===== src/pkg/pdcl_regs.vh =====
`ifndef PDCL_REGS_VH
`define PDCL_REGS_VH
// Command codes in the leading three bits
`define PDCL_CMD_NULL 3'h0
`define PDCL_CMD_MASK 3'h1
`define PDCL_CMD_MODE 3'h2
`define PDCL_CMD_CLR 3'h3
`define PDCL_CMD_DEAD 3'h4
// Word layout
`define PDCL_WORD_W 8
`define PDCL_CMD_HI 7
`define PDCL_CMD_LO 5
`define PDCL_GRP_BIT 4
`define PDCL_SUB_HI 1
// Mode field positions
`define PDCL_MODE_DESAT 3
`define PDCL_MODE_SIMULTANEOUS_DRIVE_MODE 1
`define PDCL_MODE_LOCK 0
// Reset values
`define PDCL_MASK_RST 4'hF
`define PDCL_MODE_RST 4'h0
`define PDCL_DEAD_RST 5'h00
// Pin synchroniser: both supply-ok bits start high, all others low
`define PDCL_SYNC_RST 17'h18000
// Group A flags
`define PDCL_FA_OTEMP 0
`define PDCL_FA_DESAT 1
`define PDCL_FA_LSUV 2
`define PDCL_FA_OCUR 3
// Group B flags
`define PDCL_FB_PHASE 0
`define PDCL_FB_FRAME 1
`define PDCL_FB_WRERR 2
`define PDCL_FB_RESET 3
// Timing: blanking time in ns, per-step deadtime in ns
`define PDCL_BLANK_NS 1000
`define PDCL_DT_STEP_NS 50
`define PDCL_CLK_NS 10
`define PDCL_CNT_W 12
`endif


===== src/hw/pdcl_spi_shift.v =====
`timescale 1ns/1ps
`include "pdcl_regs.vh"
// SPI slave: samples on rising clock edge, shifts out MSB first
module pdcl_spi_shift (
  // Clock and reset
  input wire i_clk,
  input wire i_rst_b,
  // Synchronised pins
  input wire i_sclk,
  input wire i_cs_b,
  input wire i_mosi,
  // Response word loaded at frame start
  input wire [7:0] i_resp,
  // Frame results
  output reg o_miso_reg,
  output reg o_done_reg,
  output reg o_frame_err_reg,
  output reg o_start_reg,
  output reg [7:0] o_word_reg
);
  reg sclk_d_reg;
  reg cs_d_reg;
  reg [2:0] bit_cnt_reg;
  reg [7:0] tx_reg;
  reg got_reg;
  wire rise = i_sclk & ~sclk_d_reg;
  wire fall = ~i_sclk & sclk_d_reg;
  wire cs_fall = ~i_cs_b & cs_d_reg;
  wire cs_rise = i_cs_b & ~cs_d_reg;

  ////////////////////////////////////////////////////////////////////
  // Shift engine
  always @(posedge i_clk or negedge i_rst_b) begin
    if (!i_rst_b) begin
      sclk_d_reg <= 1'b0;
      cs_d_reg <= 1'b1;
      bit_cnt_reg <= 3'h0;
      tx_reg <= 8'h00;
      got_reg <= 1'b0;
      o_miso_reg <= 1'b0;
      o_done_reg <= 1'b0;
      o_frame_err_reg <= 1'b0;
      o_start_reg <= 1'b0;
      o_word_reg <= 8'h00;
    end else begin
      sclk_d_reg <= i_sclk;
      cs_d_reg <= i_cs_b;
      o_done_reg <= 1'b0;
      o_frame_err_reg <= 1'b0;
      o_start_reg <= cs_fall;
      if (cs_fall) begin
        bit_cnt_reg <= 3'h0;
        tx_reg <= i_resp;
        got_reg <= 1'b0;
        o_miso_reg <= i_resp[`PDCL_WORD_W-1]; // RULE_24
      end else if (!i_cs_b && rise) begin
        o_word_reg <= {o_word_reg[6:0], i_mosi}; // RULE_11
        bit_cnt_reg <= bit_cnt_reg + 3'h1;
        got_reg <= 1'b1;
      end else if (!i_cs_b && fall) begin
        tx_reg <= {tx_reg[6:0], tx_reg[`PDCL_WORD_W-1]};
        o_miso_reg <= tx_reg[`PDCL_WORD_W-2]; // RULE_24
      end else if (cs_rise) begin
        o_done_reg <= got_reg & (bit_cnt_reg == 3'h0); // RULE_13
        o_frame_err_reg <= ~got_reg | (bit_cnt_reg != 3'h0); // RULE_13
      end
    end
  end
endmodule // pdcl_spi_shift


===== src/hw/pdcl_phase_chk.v =====
`timescale 1ns/1ps
`include "pdcl_regs.vh"
// One phase: bootstrap gate, deadtime and phase error check
module pdcl_phase_chk (
  // Clock and reset
  input wire i_clk,
  input wire i_rst_b,
  // Control
  input wire i_enable,
  input wire i_simultaneous_drive_mode,
  input wire [`PDCL_CNT_W-1:0] i_wait_cnt,
  input wire [`PDCL_CNT_W-1:0] i_dt_cnt,
  // Commands and sense
  input wire i_hs_cmd,
  input wire i_ls_cmd,
  input wire i_sense,
  // Results
  output reg o_hs_drv_reg,
  output reg o_ls_drv_reg,
  output reg o_err_reg
);
  reg ls_seen_reg;
  reg hs_d_reg;
  reg ls_d_reg;
  reg [`PDCL_CNT_W-1:0] cnt_reg;
  wire hs_ok = i_hs_cmd & ls_seen_reg;
  wire chg = (hs_ok != hs_d_reg) | (i_ls_cmd != ls_d_reg);
  wire dt_done = i_simultaneous_drive_mode | (cnt_reg >= i_dt_cnt);
  wire hs_err = hs_ok & ~i_sense; // RULE_01
  wire ls_err = i_ls_cmd & i_sense; // RULE_02

  ////////////////////////////////////////////////////////////////////
  // Gate, deadtime and check
  always @(posedge i_clk or negedge i_rst_b) begin
    if (!i_rst_b) begin
      ls_seen_reg <= 1'b0;
      hs_d_reg <= 1'b0;
      ls_d_reg <= 1'b0;
      cnt_reg <= {`PDCL_CNT_W{1'b0}};
      o_hs_drv_reg <= 1'b0;
      o_ls_drv_reg <= 1'b0;
      o_err_reg <= 1'b0;
    end else if (!i_enable) begin
      ls_seen_reg <= 1'b0; // RULE_09
      hs_d_reg <= 1'b0;
      ls_d_reg <= 1'b0;
      cnt_reg <= {`PDCL_CNT_W{1'b0}};
      o_hs_drv_reg <= 1'b0;
      o_ls_drv_reg <= 1'b0;
      o_err_reg <= 1'b0;
    end else begin
      if (i_ls_cmd)
        ls_seen_reg <= 1'b1; // RULE_09
      hs_d_reg <= hs_ok;
      ls_d_reg <= i_ls_cmd;
      if (chg)
        cnt_reg <= {`PDCL_CNT_W{1'b0}};
      else if (cnt_reg != {`PDCL_CNT_W{1'b1}})
        cnt_reg <= cnt_reg + {{(`PDCL_CNT_W-1){1'b0}}, 1'b1};
      o_hs_drv_reg <= hs_ok & (dt_done | o_hs_drv_reg) & ~chg; // RULE_08
      o_ls_drv_reg <= i_ls_cmd & (dt_done | o_ls_drv_reg) & ~chg;
      // Check only after deadtime plus blanking, never in full-on mode
      o_err_reg <= ~i_simultaneous_drive_mode & ~chg & (cnt_reg >= i_wait_cnt) & // RULE_23
        (hs_err | ls_err); // RULE_03
    end
  end
endmodule // pdcl_phase_chk


===== src/hw/pdcl_core.v =====
`timescale 1ns/1ps
`include "pdcl_regs.vh"
// What this block does
// [RULE_01] Flag high-side error if node still low after deadtime plus blanking.
// [RULE_02] Flag low-side error if node still high after deadtime plus blanking.
// [RULE_03] Phase error is OR of sides, flag is OR of three phases.
// [RULE_04] Masked phase flag drives interrupt high until gone and cleared.
// [RULE_05] All gate outputs low on low logic supply, reset, low-side undervoltage.
// [RULE_06] Reset low: sleep, outputs off, all error and SPI state cleared.
// [RULE_07] Either enable low: standby, switches held off, SPI still works.
// [RULE_08] Both enables high: outputs follow inputs, fault detection active.
// [RULE_09] High-side held off until its low-side input pulsed once.
// [RULE_10] Controller should give a long first low-side pulse; unchecked.
// [RULE_11] Eight-bit commands; only last eight bits of a frame count.
// [RULE_12] Three leading bits are command, five trailing bits data.
// [RULE_13] Bit count not multiple of eight raises framing error, discards.
// [RULE_14] First response after reset is status register zero.
// [RULE_15] Status query changes nothing, returns status register chosen by subcommand.
// [RULE_16] Mask command loads selected four-bit group; returns status zero.
// [RULE_17] Changing masks never drops interrupt while enabled faults remain.
// [RULE_18] Mode command sets fault mode, simultaneous drive, lock bit.
// [RULE_19] Clear command clears selected latches; interrupt stays for others.
// [RULE_20] Deadtime command sets deadtime; returns status register zero.
// [RULE_21] Clear acts at chip-select rise, valid frame, unchanged fault only.
// [RULE_22] Lock cleared only by reset; later writes rejected with write error.
// [RULE_23] Simultaneous-drive mode blanks the phase error.
// [RULE_24] Response MSB first while selected; command runs at chip-select rise.
module pdcl_core (
  // Clock and reset
  input wire i_clk,
  input wire i_rst_b,
  // Supplies and enables
  input wire i_logic_supply_ok,
  input wire i_low_side_supply_ok,
  input wire i_enable_line_one,
  input wire i_enable_line_two,
  // Phase commands and sense, bit per phase
  input wire [2:0] i_high_side_cmd_input,
  input wire [2:0] i_low_side_cmd_input,
  input wire [2:0] i_phase_node_sense,
  // Other fault sources
  input wire i_overtemp,
  input wire i_desat,
  input wire i_overcurrent,
  // SPI pins
  input wire i_sclk,
  input wire i_cs_b,
  input wire i_mosi,
  output reg o_miso,
  // Gate drives and status
  output reg [2:0] o_high_side_drive,
  output reg [2:0] o_low_side_drive,
  output reg o_irq,
  output reg o_phase_error,
  output reg o_desat_mode,
  output reg [4:0] o_deadtime
);
  // Blanking and deadtime step counts derived from the clock period
  localparam [`PDCL_CNT_W-1:0] BLANK_CYC =
    (`PDCL_BLANK_NS + `PDCL_CLK_NS - 1) / `PDCL_CLK_NS;
  localparam [`PDCL_CNT_W-1:0] DT_STEP_CYC =
    (`PDCL_DT_STEP_NS + `PDCL_CLK_NS - 1) / `PDCL_CLK_NS;
  // Modes
  localparam [1:0] ST_SLEEP = 2'h0;
  localparam [1:0] ST_STBY = 2'h1;
  localparam [1:0] ST_ENAB = 2'h2;

  // Two-flop synchronisers for all asynchronous pins
  reg [16:0] s1_reg;
  reg [16:0] s2_reg;
  wire [16:0] raw = {i_logic_supply_ok, i_low_side_supply_ok,
    i_enable_line_one, i_enable_line_two, i_high_side_cmd_input,
    i_low_side_cmd_input, i_phase_node_sense, i_overtemp, i_desat,
    i_overcurrent, i_sclk};
  wire vdd_ok = s2_reg[16];
  wire vls_ok = s2_reg[15];
  wire en1 = s2_reg[14];
  wire en2 = s2_reg[13];
  wire [2:0] hs_in = s2_reg[12:10];
  wire [2:0] ls_in = s2_reg[9:7];
  wire [2:0] sense = s2_reg[6:4];
  wire f_otemp = s2_reg[3];
  wire f_desat = s2_reg[2];
  wire f_ocur = s2_reg[1];
  wire sclk_s = s2_reg[0];
  // Chip select and data share one synchroniser pair
  reg [1:0] cs1_reg;
  reg [1:0] cs2_reg;
  wire cs_s = cs2_reg[0];
  wire mosi_s = cs2_reg[1];

  ////////////////////////////////////////////////////////////////////
  // Synchronisers
  always @(posedge i_clk or negedge i_rst_b) begin
    if (!i_rst_b) begin
      s1_reg <= `PDCL_SYNC_RST; // No false undervoltage after release
      s2_reg <= `PDCL_SYNC_RST;
      cs1_reg <= 2'h1;
      cs2_reg <= 2'h1;
    end else begin
      s1_reg <= raw;
      s2_reg <= s1_reg;
      cs1_reg <= {i_mosi, i_cs_b};
      cs2_reg <= cs1_reg;
    end
  end

  ////////////////////////////////////////////////////////////////////
  // Mode state
  reg [1:0] mode_reg;
  reg [1:0] mode_next;
  // Mode decode from the enables
  always @* begin
    case ({en1, en2})
      2'h3: mode_next = ST_ENAB; // RULE_08
      default: mode_next = ST_STBY; // RULE_07
    endcase
  end
  // Mode register, sleep while reset is held
  always @(posedge i_clk or negedge i_rst_b) begin
    if (!i_rst_b)
      mode_reg <= ST_SLEEP; // RULE_06
    else
      mode_reg <= mode_next;
  end
  // Hold-off: a missing supply or any mode but enable forces drives off
  wire in_enable = (mode_reg == ST_ENAB); // RULE_08
  wire supplies_ok = vdd_ok & vls_ok; // RULE_05
  wire drive_ok = in_enable & supplies_ok; // RULE_05

  ////////////////////////////////////////////////////////////////////
  // Configuration registers
  reg [3:0] mask_a_reg;
  reg [3:0] mask_b_reg;
  reg [3:0] mode_cfg_reg;
  reg [4:0] dead_reg;
  reg [3:0] lat_a_reg;
  reg [3:0] lat_b_reg;
  reg [3:0] snap_a_reg;
  reg [3:0] snap_b_reg;
  // Mode bits used by the phase channels and the write gate
  wire simultaneous_drive_mode = mode_cfg_reg[`PDCL_MODE_SIMULTANEOUS_DRIVE_MODE];
  wire locked = mode_cfg_reg[`PDCL_MODE_LOCK];
  // Deadtime in cycles, and the wait before a phase is checked
  wire [`PDCL_CNT_W-1:0] dt_cnt =
    DT_STEP_CYC * {{(`PDCL_CNT_W-5){1'b0}}, dead_reg};
  wire [`PDCL_CNT_W-1:0] wait_cnt = dt_cnt + BLANK_CYC;

  ////////////////////////////////////////////////////////////////////
  // Phase channels
  wire [2:0] hs_drv;
  wire [2:0] ls_drv;
  wire [2:0] ph_err;
  genvar g;
  generate
    for (g = 0; g < 3; g = g + 1) begin : g_phase
      pdcl_phase_chk u_phase (
        .i_clk(i_clk),
        .i_rst_b(i_rst_b),
        .i_enable(drive_ok),
        .i_simultaneous_drive_mode(simultaneous_drive_mode),
        .i_wait_cnt(wait_cnt),
        .i_dt_cnt(dt_cnt),
        .i_hs_cmd(hs_in[g]),
        .i_ls_cmd(ls_in[g]),
        .i_sense(sense[g]),
        .o_hs_drv_reg(hs_drv[g]),
        .o_ls_drv_reg(ls_drv[g]),
        .o_err_reg(ph_err[g])
      );
    end
  endgenerate
  // Phase error flag across all three phases
  wire phase_flag = |ph_err; // RULE_03

  ////////////////////////////////////////////////////////////////////
  // SPI shifter
  wire spi_miso;
  wire spi_done;
  wire spi_ferr;
  wire spi_start;
  wire [7:0] spi_word;
  // Response word offered at the next frame start
  reg [1:0] sel_reg;
  reg [7:0] resp;
  pdcl_spi_shift u_spi (
    .i_clk(i_clk),
    .i_rst_b(i_rst_b),
    .i_sclk(sclk_s),
    .i_cs_b(cs_s),
    .i_mosi(mosi_s),
    .i_resp(resp),
    .o_miso_reg(spi_miso),
    .o_done_reg(spi_done),
    .o_frame_err_reg(spi_ferr),
    .o_start_reg(spi_start),
    .o_word_reg(spi_word)
  );

  // Status word selection
  function [7:0] pdcl_status;
    input [1:0] sel;
    input [3:0] la;
    input [3:0] lb;
    input [3:0] ma;
    input [3:0] mb;
    input [3:0] md;
    input [4:0] dt;
    begin
      case (sel)
        2'h0: pdcl_status = {lb, la};
        2'h1: pdcl_status = {mb, ma};
        2'h2: pdcl_status = {4'h0, md};
        2'h3: pdcl_status = {3'h0, dt};
        default: pdcl_status = 8'h00;
      endcase
    end
  endfunction
  // Selected status word for the shifter
  always @* begin
    resp = pdcl_status(sel_reg, lat_a_reg, lat_b_reg, mask_a_reg,
      mask_b_reg, mode_cfg_reg, dead_reg); // RULE_15
  end

  ////////////////////////////////////////////////////////////////////
  // Command decode and fault latches
  wire [2:0] cmd = spi_word[`PDCL_CMD_HI:`PDCL_CMD_LO]; // RULE_12
  wire grp = spi_word[`PDCL_GRP_BIT];
  wire [3:0] nib = spi_word[3:0];
  // Decodes for null and clear, one write strobe for mask, mode and deadtime
  wire is_null = (cmd == `PDCL_CMD_NULL);
  wire is_clr = (cmd == `PDCL_CMD_CLR);
  wire is_write = spi_done & ~is_null & ~is_clr & (cmd <= `PDCL_CMD_DEAD);
  wire wr_ok = is_write & ~locked; // RULE_22
  wire wr_err = is_write & locked; // RULE_22
  // Reset event: one pulse in the first cycle after release
  reg rst_evt_reg;
  always @(posedge i_clk or negedge i_rst_b) begin
    if (!i_rst_b)
      rst_evt_reg <= 1'b1;
    else
      rst_evt_reg <= 1'b0;
  end
  // Fault events per group
  wire [3:0] ev_a;
  wire [3:0] ev_b;
  assign ev_a[`PDCL_FA_OTEMP] = f_otemp & drive_ok;
  assign ev_a[`PDCL_FA_DESAT] = f_desat & drive_ok;
  assign ev_a[`PDCL_FA_LSUV] = ~vls_ok & (mode_reg != ST_SLEEP);
  assign ev_a[`PDCL_FA_OCUR] = f_ocur & drive_ok;
  assign ev_b[`PDCL_FB_PHASE] = phase_flag;
  assign ev_b[`PDCL_FB_FRAME] = spi_ferr;
  assign ev_b[`PDCL_FB_WRERR] = wr_err;
  assign ev_b[`PDCL_FB_RESET] = rst_evt_reg; // RULE_04
  // Clear bits for one group, sparing bits that moved in the frame
  function [3:0] pdcl_clr_bits;
    input sel;
    input [3:0] req;
    input [3:0] now;
    input [3:0] snap;
    begin
      if (sel)
        pdcl_clr_bits = req & ~(now ^ snap); // RULE_21
      else
        pdcl_clr_bits = 4'h0;
    end
  endfunction
  wire clr_now = spi_done & is_clr; // RULE_21
  wire [3:0] clr_a = pdcl_clr_bits(clr_now & ~grp, nib, lat_a_reg,
    snap_a_reg);
  wire [3:0] clr_b = pdcl_clr_bits(clr_now & grp, nib, lat_b_reg,
    snap_b_reg);

  // Fault latches, response select and configuration writes
  always @(posedge i_clk or negedge i_rst_b) begin
    if (!i_rst_b) begin
      mask_a_reg <= `PDCL_MASK_RST; // RULE_06
      mask_b_reg <= `PDCL_MASK_RST;
      mode_cfg_reg <= `PDCL_MODE_RST;
      dead_reg <= `PDCL_DEAD_RST;
      lat_a_reg <= 4'h0;
      lat_b_reg <= 4'h0;
      snap_a_reg <= 4'h0;
      snap_b_reg <= 4'h0;
      sel_reg <= 2'h0; // RULE_14
    end else begin
      // Set wins over clear
      lat_a_reg <= (lat_a_reg & ~clr_a) | ev_a; // RULE_19
      lat_b_reg <= (lat_b_reg & ~clr_b) | ev_b; // RULE_04
      if (spi_start) begin
        snap_a_reg <= lat_a_reg;
        snap_b_reg <= lat_b_reg;
      end
      if (spi_done) begin
        if (cmd == `PDCL_CMD_NULL)
          sel_reg <= spi_word[`PDCL_SUB_HI:0]; // RULE_15
        else
          sel_reg <= 2'h0; // RULE_16
      end
      if (wr_ok) begin
        case (cmd)
          `PDCL_CMD_MASK: begin
            if (grp)
              mask_b_reg <= nib; // RULE_16
            else
              mask_a_reg <= nib;
          end
          `PDCL_CMD_MODE: begin
            mode_cfg_reg <= {nib[`PDCL_MODE_DESAT], 1'b0, // RULE_18
              nib[`PDCL_MODE_SIMULTANEOUS_DRIVE_MODE], nib[`PDCL_MODE_LOCK]};
          end
          `PDCL_CMD_DEAD: dead_reg <= spi_word[4:0]; // RULE_20
          default: dead_reg <= dead_reg;
        endcase
      end
    end
  end

  ////////////////////////////////////////////////////////////////////
  // Registered outputs
  wire irq_a = |(lat_a_reg & mask_a_reg);
  wire irq_b = |(lat_b_reg & mask_b_reg);
  // Output flops
  always @(posedge i_clk or negedge i_rst_b) begin
    if (!i_rst_b) begin
      o_miso <= 1'b0;
      o_high_side_drive <= 3'h0; // RULE_05
      o_low_side_drive <= 3'h0;
      o_irq <= 1'b0;
      o_phase_error <= 1'b0;
      o_desat_mode <= 1'b0;
      o_deadtime <= 5'h00;
    end else begin
      o_miso <= spi_miso & ~cs_s; // RULE_24
      o_high_side_drive <= drive_ok ? hs_drv : 3'h0; // RULE_07
      o_low_side_drive <= drive_ok ? ls_drv : 3'h0;
      o_irq <= irq_a | irq_b; // RULE_17
      o_phase_error <= lat_b_reg[`PDCL_FB_PHASE];
      o_desat_mode <= mode_cfg_reg[`PDCL_MODE_DESAT];
      o_deadtime <= dead_reg;
    end
  end
endmodule // pdcl_core


===== config.mk =====
export PLATFORM = sky130hd
export DESIGN_NAME = pdcl_core
export DESIGN_NICKNAME = d
export VERILOG_FILES = /design/src/hw/pdcl_spi_shift.v /design/src/hw/pdcl_phase_chk.v /design/src/hw/pdcl_core.v
export VERILOG_INCLUDE_DIRS = /design/src /design/src/pkg
export SDC_FILE = /design/constraint.sdc
export NUM_CORES = 1
export LEC_CHECK = 0
export BUFFER_PORTS_ARGS = -buffer_cell sky130_fd_sc_hd__clkbuf_2
export CORE_MARGIN = 2
export CORE_UTILIZATION = 60
export CTS_BUF_LIST = sky130_fd_sc_hd__clkbuf_4 sky130_fd_sc_hd__clkbuf_8 sky130_fd_sc_hd__clkbuf_16
export CTS_CLUSTER_SIZE = 10
export DETAILED_ROUTE_END_ITERATION = 16
export GPL_ROUTABILITY_DRIVEN = 0
export PLACE_DENSITY = 0.76
export SYNTH_ARGS = -nofsm -noshare
export SYNTH_HDL_FRONTEND = slang
export SYNTH_SLANG_ARGS = --single-unit

===== constraint.sdc =====
create_clock -name i_clk -period 3.52 [get_ports i_clk]
set_input_delay 0.528 -clock i_clk [delete_from_list [all_inputs] [get_ports i_clk]]
set_output_delay 0.528 -clock i_clk [all_outputs]
set_load 0.05 [all_outputs]

==> summary.md <==
| Metric | Value |
|---|---|
| Outcome | completed |
| Drt pass-1 iters | 5 |
| Area of the multi-input gates | about 3500 um^2 |
| CP Data Required Time | 3.81 ns |
| First-pass GRT wire length | about 29,000 um |
| Final Skew | a little under 0.008 ns |
| Actual slew at the worst max-slew pin | 0.983 ns |
| I/O pin cnt | 36 |
| DR WL/cell | 18.4 um |
| Total gr overflow | 0 |
| Number of setup violations in the final report | 0 |
| Final min period | around 3.3 ns |
| Fillers | between 900 and 1k |
| Share of layout cells above drive strength 1 | 0.181 |
| Post-synthesis simple-gate area fraction | 0.152 |
| Total CTS buffers | 17 |
| Worst hold slack | ~0.05 ns |
| Placed cells | between 900 and 1k |
| Post-synthesis adder-cell area fraction | 0.0875 |
| Syn-to-layout area delta | 13.0% |
| Register area | between 4000 and 5000 um^2 |
| # Post-CTS Setup Buffers | 0 |
| Die Wd | 119 um |
| Skew-Pair Late Insertion Delay | 0.43 ns |
| Most frequent cells in the layout | dfrtp_1, nor2_1, nand2_1, ha_1 |
| Fin area | around 9000 um^2 |
| DR vias/cell | 5.92 |
| Core Box Area | 13,100 um^2 |
| Total number of vias | 5,549 |
| Max transition margin | 0.339 |
| Post-Synth XOR/XNOR Area | 0.0308 |
| CTS HTree Levels | 4 |
| Final period utilization | 0.946 |
| CTS tree | yes |
| Vias in the first global route | approximately 5.7k |
| Fmax | ~300 MHz |
| PortBufs | 35 |
| CTS Buffer Depth | 2 |
| Gr usage total | 0.262 |
| Final core occ | 0.687 |
| Primary FF master, synth | dfrtp_1 |
| Total leakage power | roughly 0.0042 uW |
| Yosys warnings | 0 |
| Routed wire length | between 15,000 and 20,000 um |
| Die height | between 100 and 150 um |
| Antenna Nets Post-Route | 0 |
| Placed cell areas | between 8000 and 9000 um^2 |
| Initial antenna violation count | 0 |
| Power Dens Cells | 493 nW/um^2 |
| Post-Syn Nets | roughly 780 |
| Max reg flops | 36 |
| Most common cell after layout, fill and taps aside | dfrtp_1 |
| DRT iter0 DRCs | 360 |
| Post-synthesis mux area share | 0.0777 |
| EDFF count, synth | 0 |
| Worst-path clk slew | approximately 0.06 ns |
| Post-Synthesis Cells | between 700 and 800 |
| Clk sinks | 169 |
| Avg Inst Size Synth | ~11 um^2 |
| Final-report max-slew violation count | 0 |
| Root buf cell | clkbuf_16 |
| Nets | around 820 |
| Synth cell types | 55 |
| Synth async-reset ratio | 1.00 |
| Starting Density | 0.608 |
| # rows | 42 |
| # DRC | 0 |
| RSZ-0062 raised after global routing | yes |
| Worst vdd ir | just under 0.4 mV |
| Synthesized cell area | about 8000 um^2 |
| Synth Area in Compound Gates | 0.0931 |
| Max-cap viol count | 0 |
| CP endpoint kind | flip-flop |
| Worst hold-check path type | in2async |
| Largest family of logic cells by synthesized area | simple AND/OR/NAND/NOR gates |
| Antenna diodes | 0 |
| Post-detail-place hpwl | roughly 12,000 um |
| Final hold vios | 0 |
| Die area | between 10,000 and 15,000 um^2 |
| CP max FO | 8 |
| WP data arrival | about 3.6 ns |
| Register bit count reported by yosys | around 170 |
| Final std cells w/o fill | between 900 and 1k |
| Register area share after synthesis | 0.534 |
| Setup crit start kind | flip-flop |
| CP Class | reg2reg |
| Maximum number of pins on one net before global-route repair | between 60 and 70 |
==> final timing paths <==
check | start | end | slack (ns) | cells after the start
worst max-delay path | dead_reg[1] | g_phase[0].u_phase.o_hs_drv_reg | 0.19 | 11
worst min-delay path | i_rst_b | s2_reg[1] | 0.05 | 1
worst max register to register | dead_reg[1] | g_phase[0].u_phase.o_hs_drv_reg | 0.19 | 11
worst min register to register | s1_reg[0] | s2_reg[0] | 0.34 | 0
max in group asynchronous | i_rst_b | cs1_reg[0] | 2.50 | 2
min in group i_clk | i_low_side_supply_ok | s1_reg[15] | 0.18 | 1
==> power by group <==
| part | internal (uW) | switching, uW |
|---|---|---|
| Sequential | 2060 | 159 |
| Combinational | 135 | 133 |
| Clock | 1160 | 784 |
==> per-layer routing <==
layer | global-route usage | wire length [um] | up-vias
met4 | 0.129 | 636 | 0
li1 | - | - | 2600
met3 | 0.0469 | 560 | 47
met1 | 0.326 | 7060 | 2770
met2 | 0.441 | 8980 | 132
met5 | 0 | 0 | -
==> cells by family (layout without fill, tap and decap cells) <==
group                    after synthesis  after routing
flip-flops                           169            169
AND/OR/NAND/NOR                      249            249
adder cells (fa/ha/maj)               55             55
buffers and inverters                 47            103
multiplexers                          54             54
AO/OA/AOI/OAI                        102            102
other                                  1              1
XOR/XNOR                              28             28
==> through the flow <==
step / total power (uW) / setup TNS [ns] / setup slack [ns]
floorplan: 2370 / 0 / 0.406
global placement: 2490 / 0 / 0.136
detailed placement: 2510 / 0 / 0.0341
CTS: 4450 / 0 / 0.0167
global route: 4580 / -0.00322 / -0.00322
finish: 4430 / 0 / 0.190
==> timing repair <==
item                       4_1_cts  5_1_grt
hold buffers                     0        0
setup endpoints to repair        0        6
resized for setup                0        6
==> Yosys cell counts (all sizes together), types with 15 or more instances <==
| cell | count | area share |
|---|---|---|
| dfrtp | 153 | 0.48 |
| nor2 | 69 | 0.033 |
| nand2 | 56 | 0.026 |
| ha | 54 | 0.085 |
| nand3 | 34 | 0.021 |
| mux2 | 32 | 0.045 |
| inv | 26 | 0.012 |
| mux2i | 19 | 0.024 |
| nor3 | 18 | 0.011 |
| o21ai | 18 | 0.011 |
| dfstp | 16 | 0.053 |
| xor2 | 16 | 0.018 |
| a21oi | 15 | 0.0094 |
==> worst max-delay path, stage by stage (launching register included) <==
cell,delay [ns]
dfrtp_1,0.42
ha_1,0.31
ha_1,0.23
fa_1,0.49
and2_1,0.18
o21a_1,0.20
inv_1,0.13
ha_1,0.27
a2111o_1,0.39
a2111oi_2,0.34
buf_4,0.18
a211oi_1,0.06
==> layout make-up <==
type                            count  share of cell area
Clock buffer                       20              0.0505
Tap cell                          176              0.0245
Inverter                           26              0.0109
Multi-Input combinational cell    489               0.393
Sequential cell                   169               0.473
Clock inverter                     12              0.0184
Timing Repair Buffer               45              0.0299
Power figures use the tool's default switching activity.
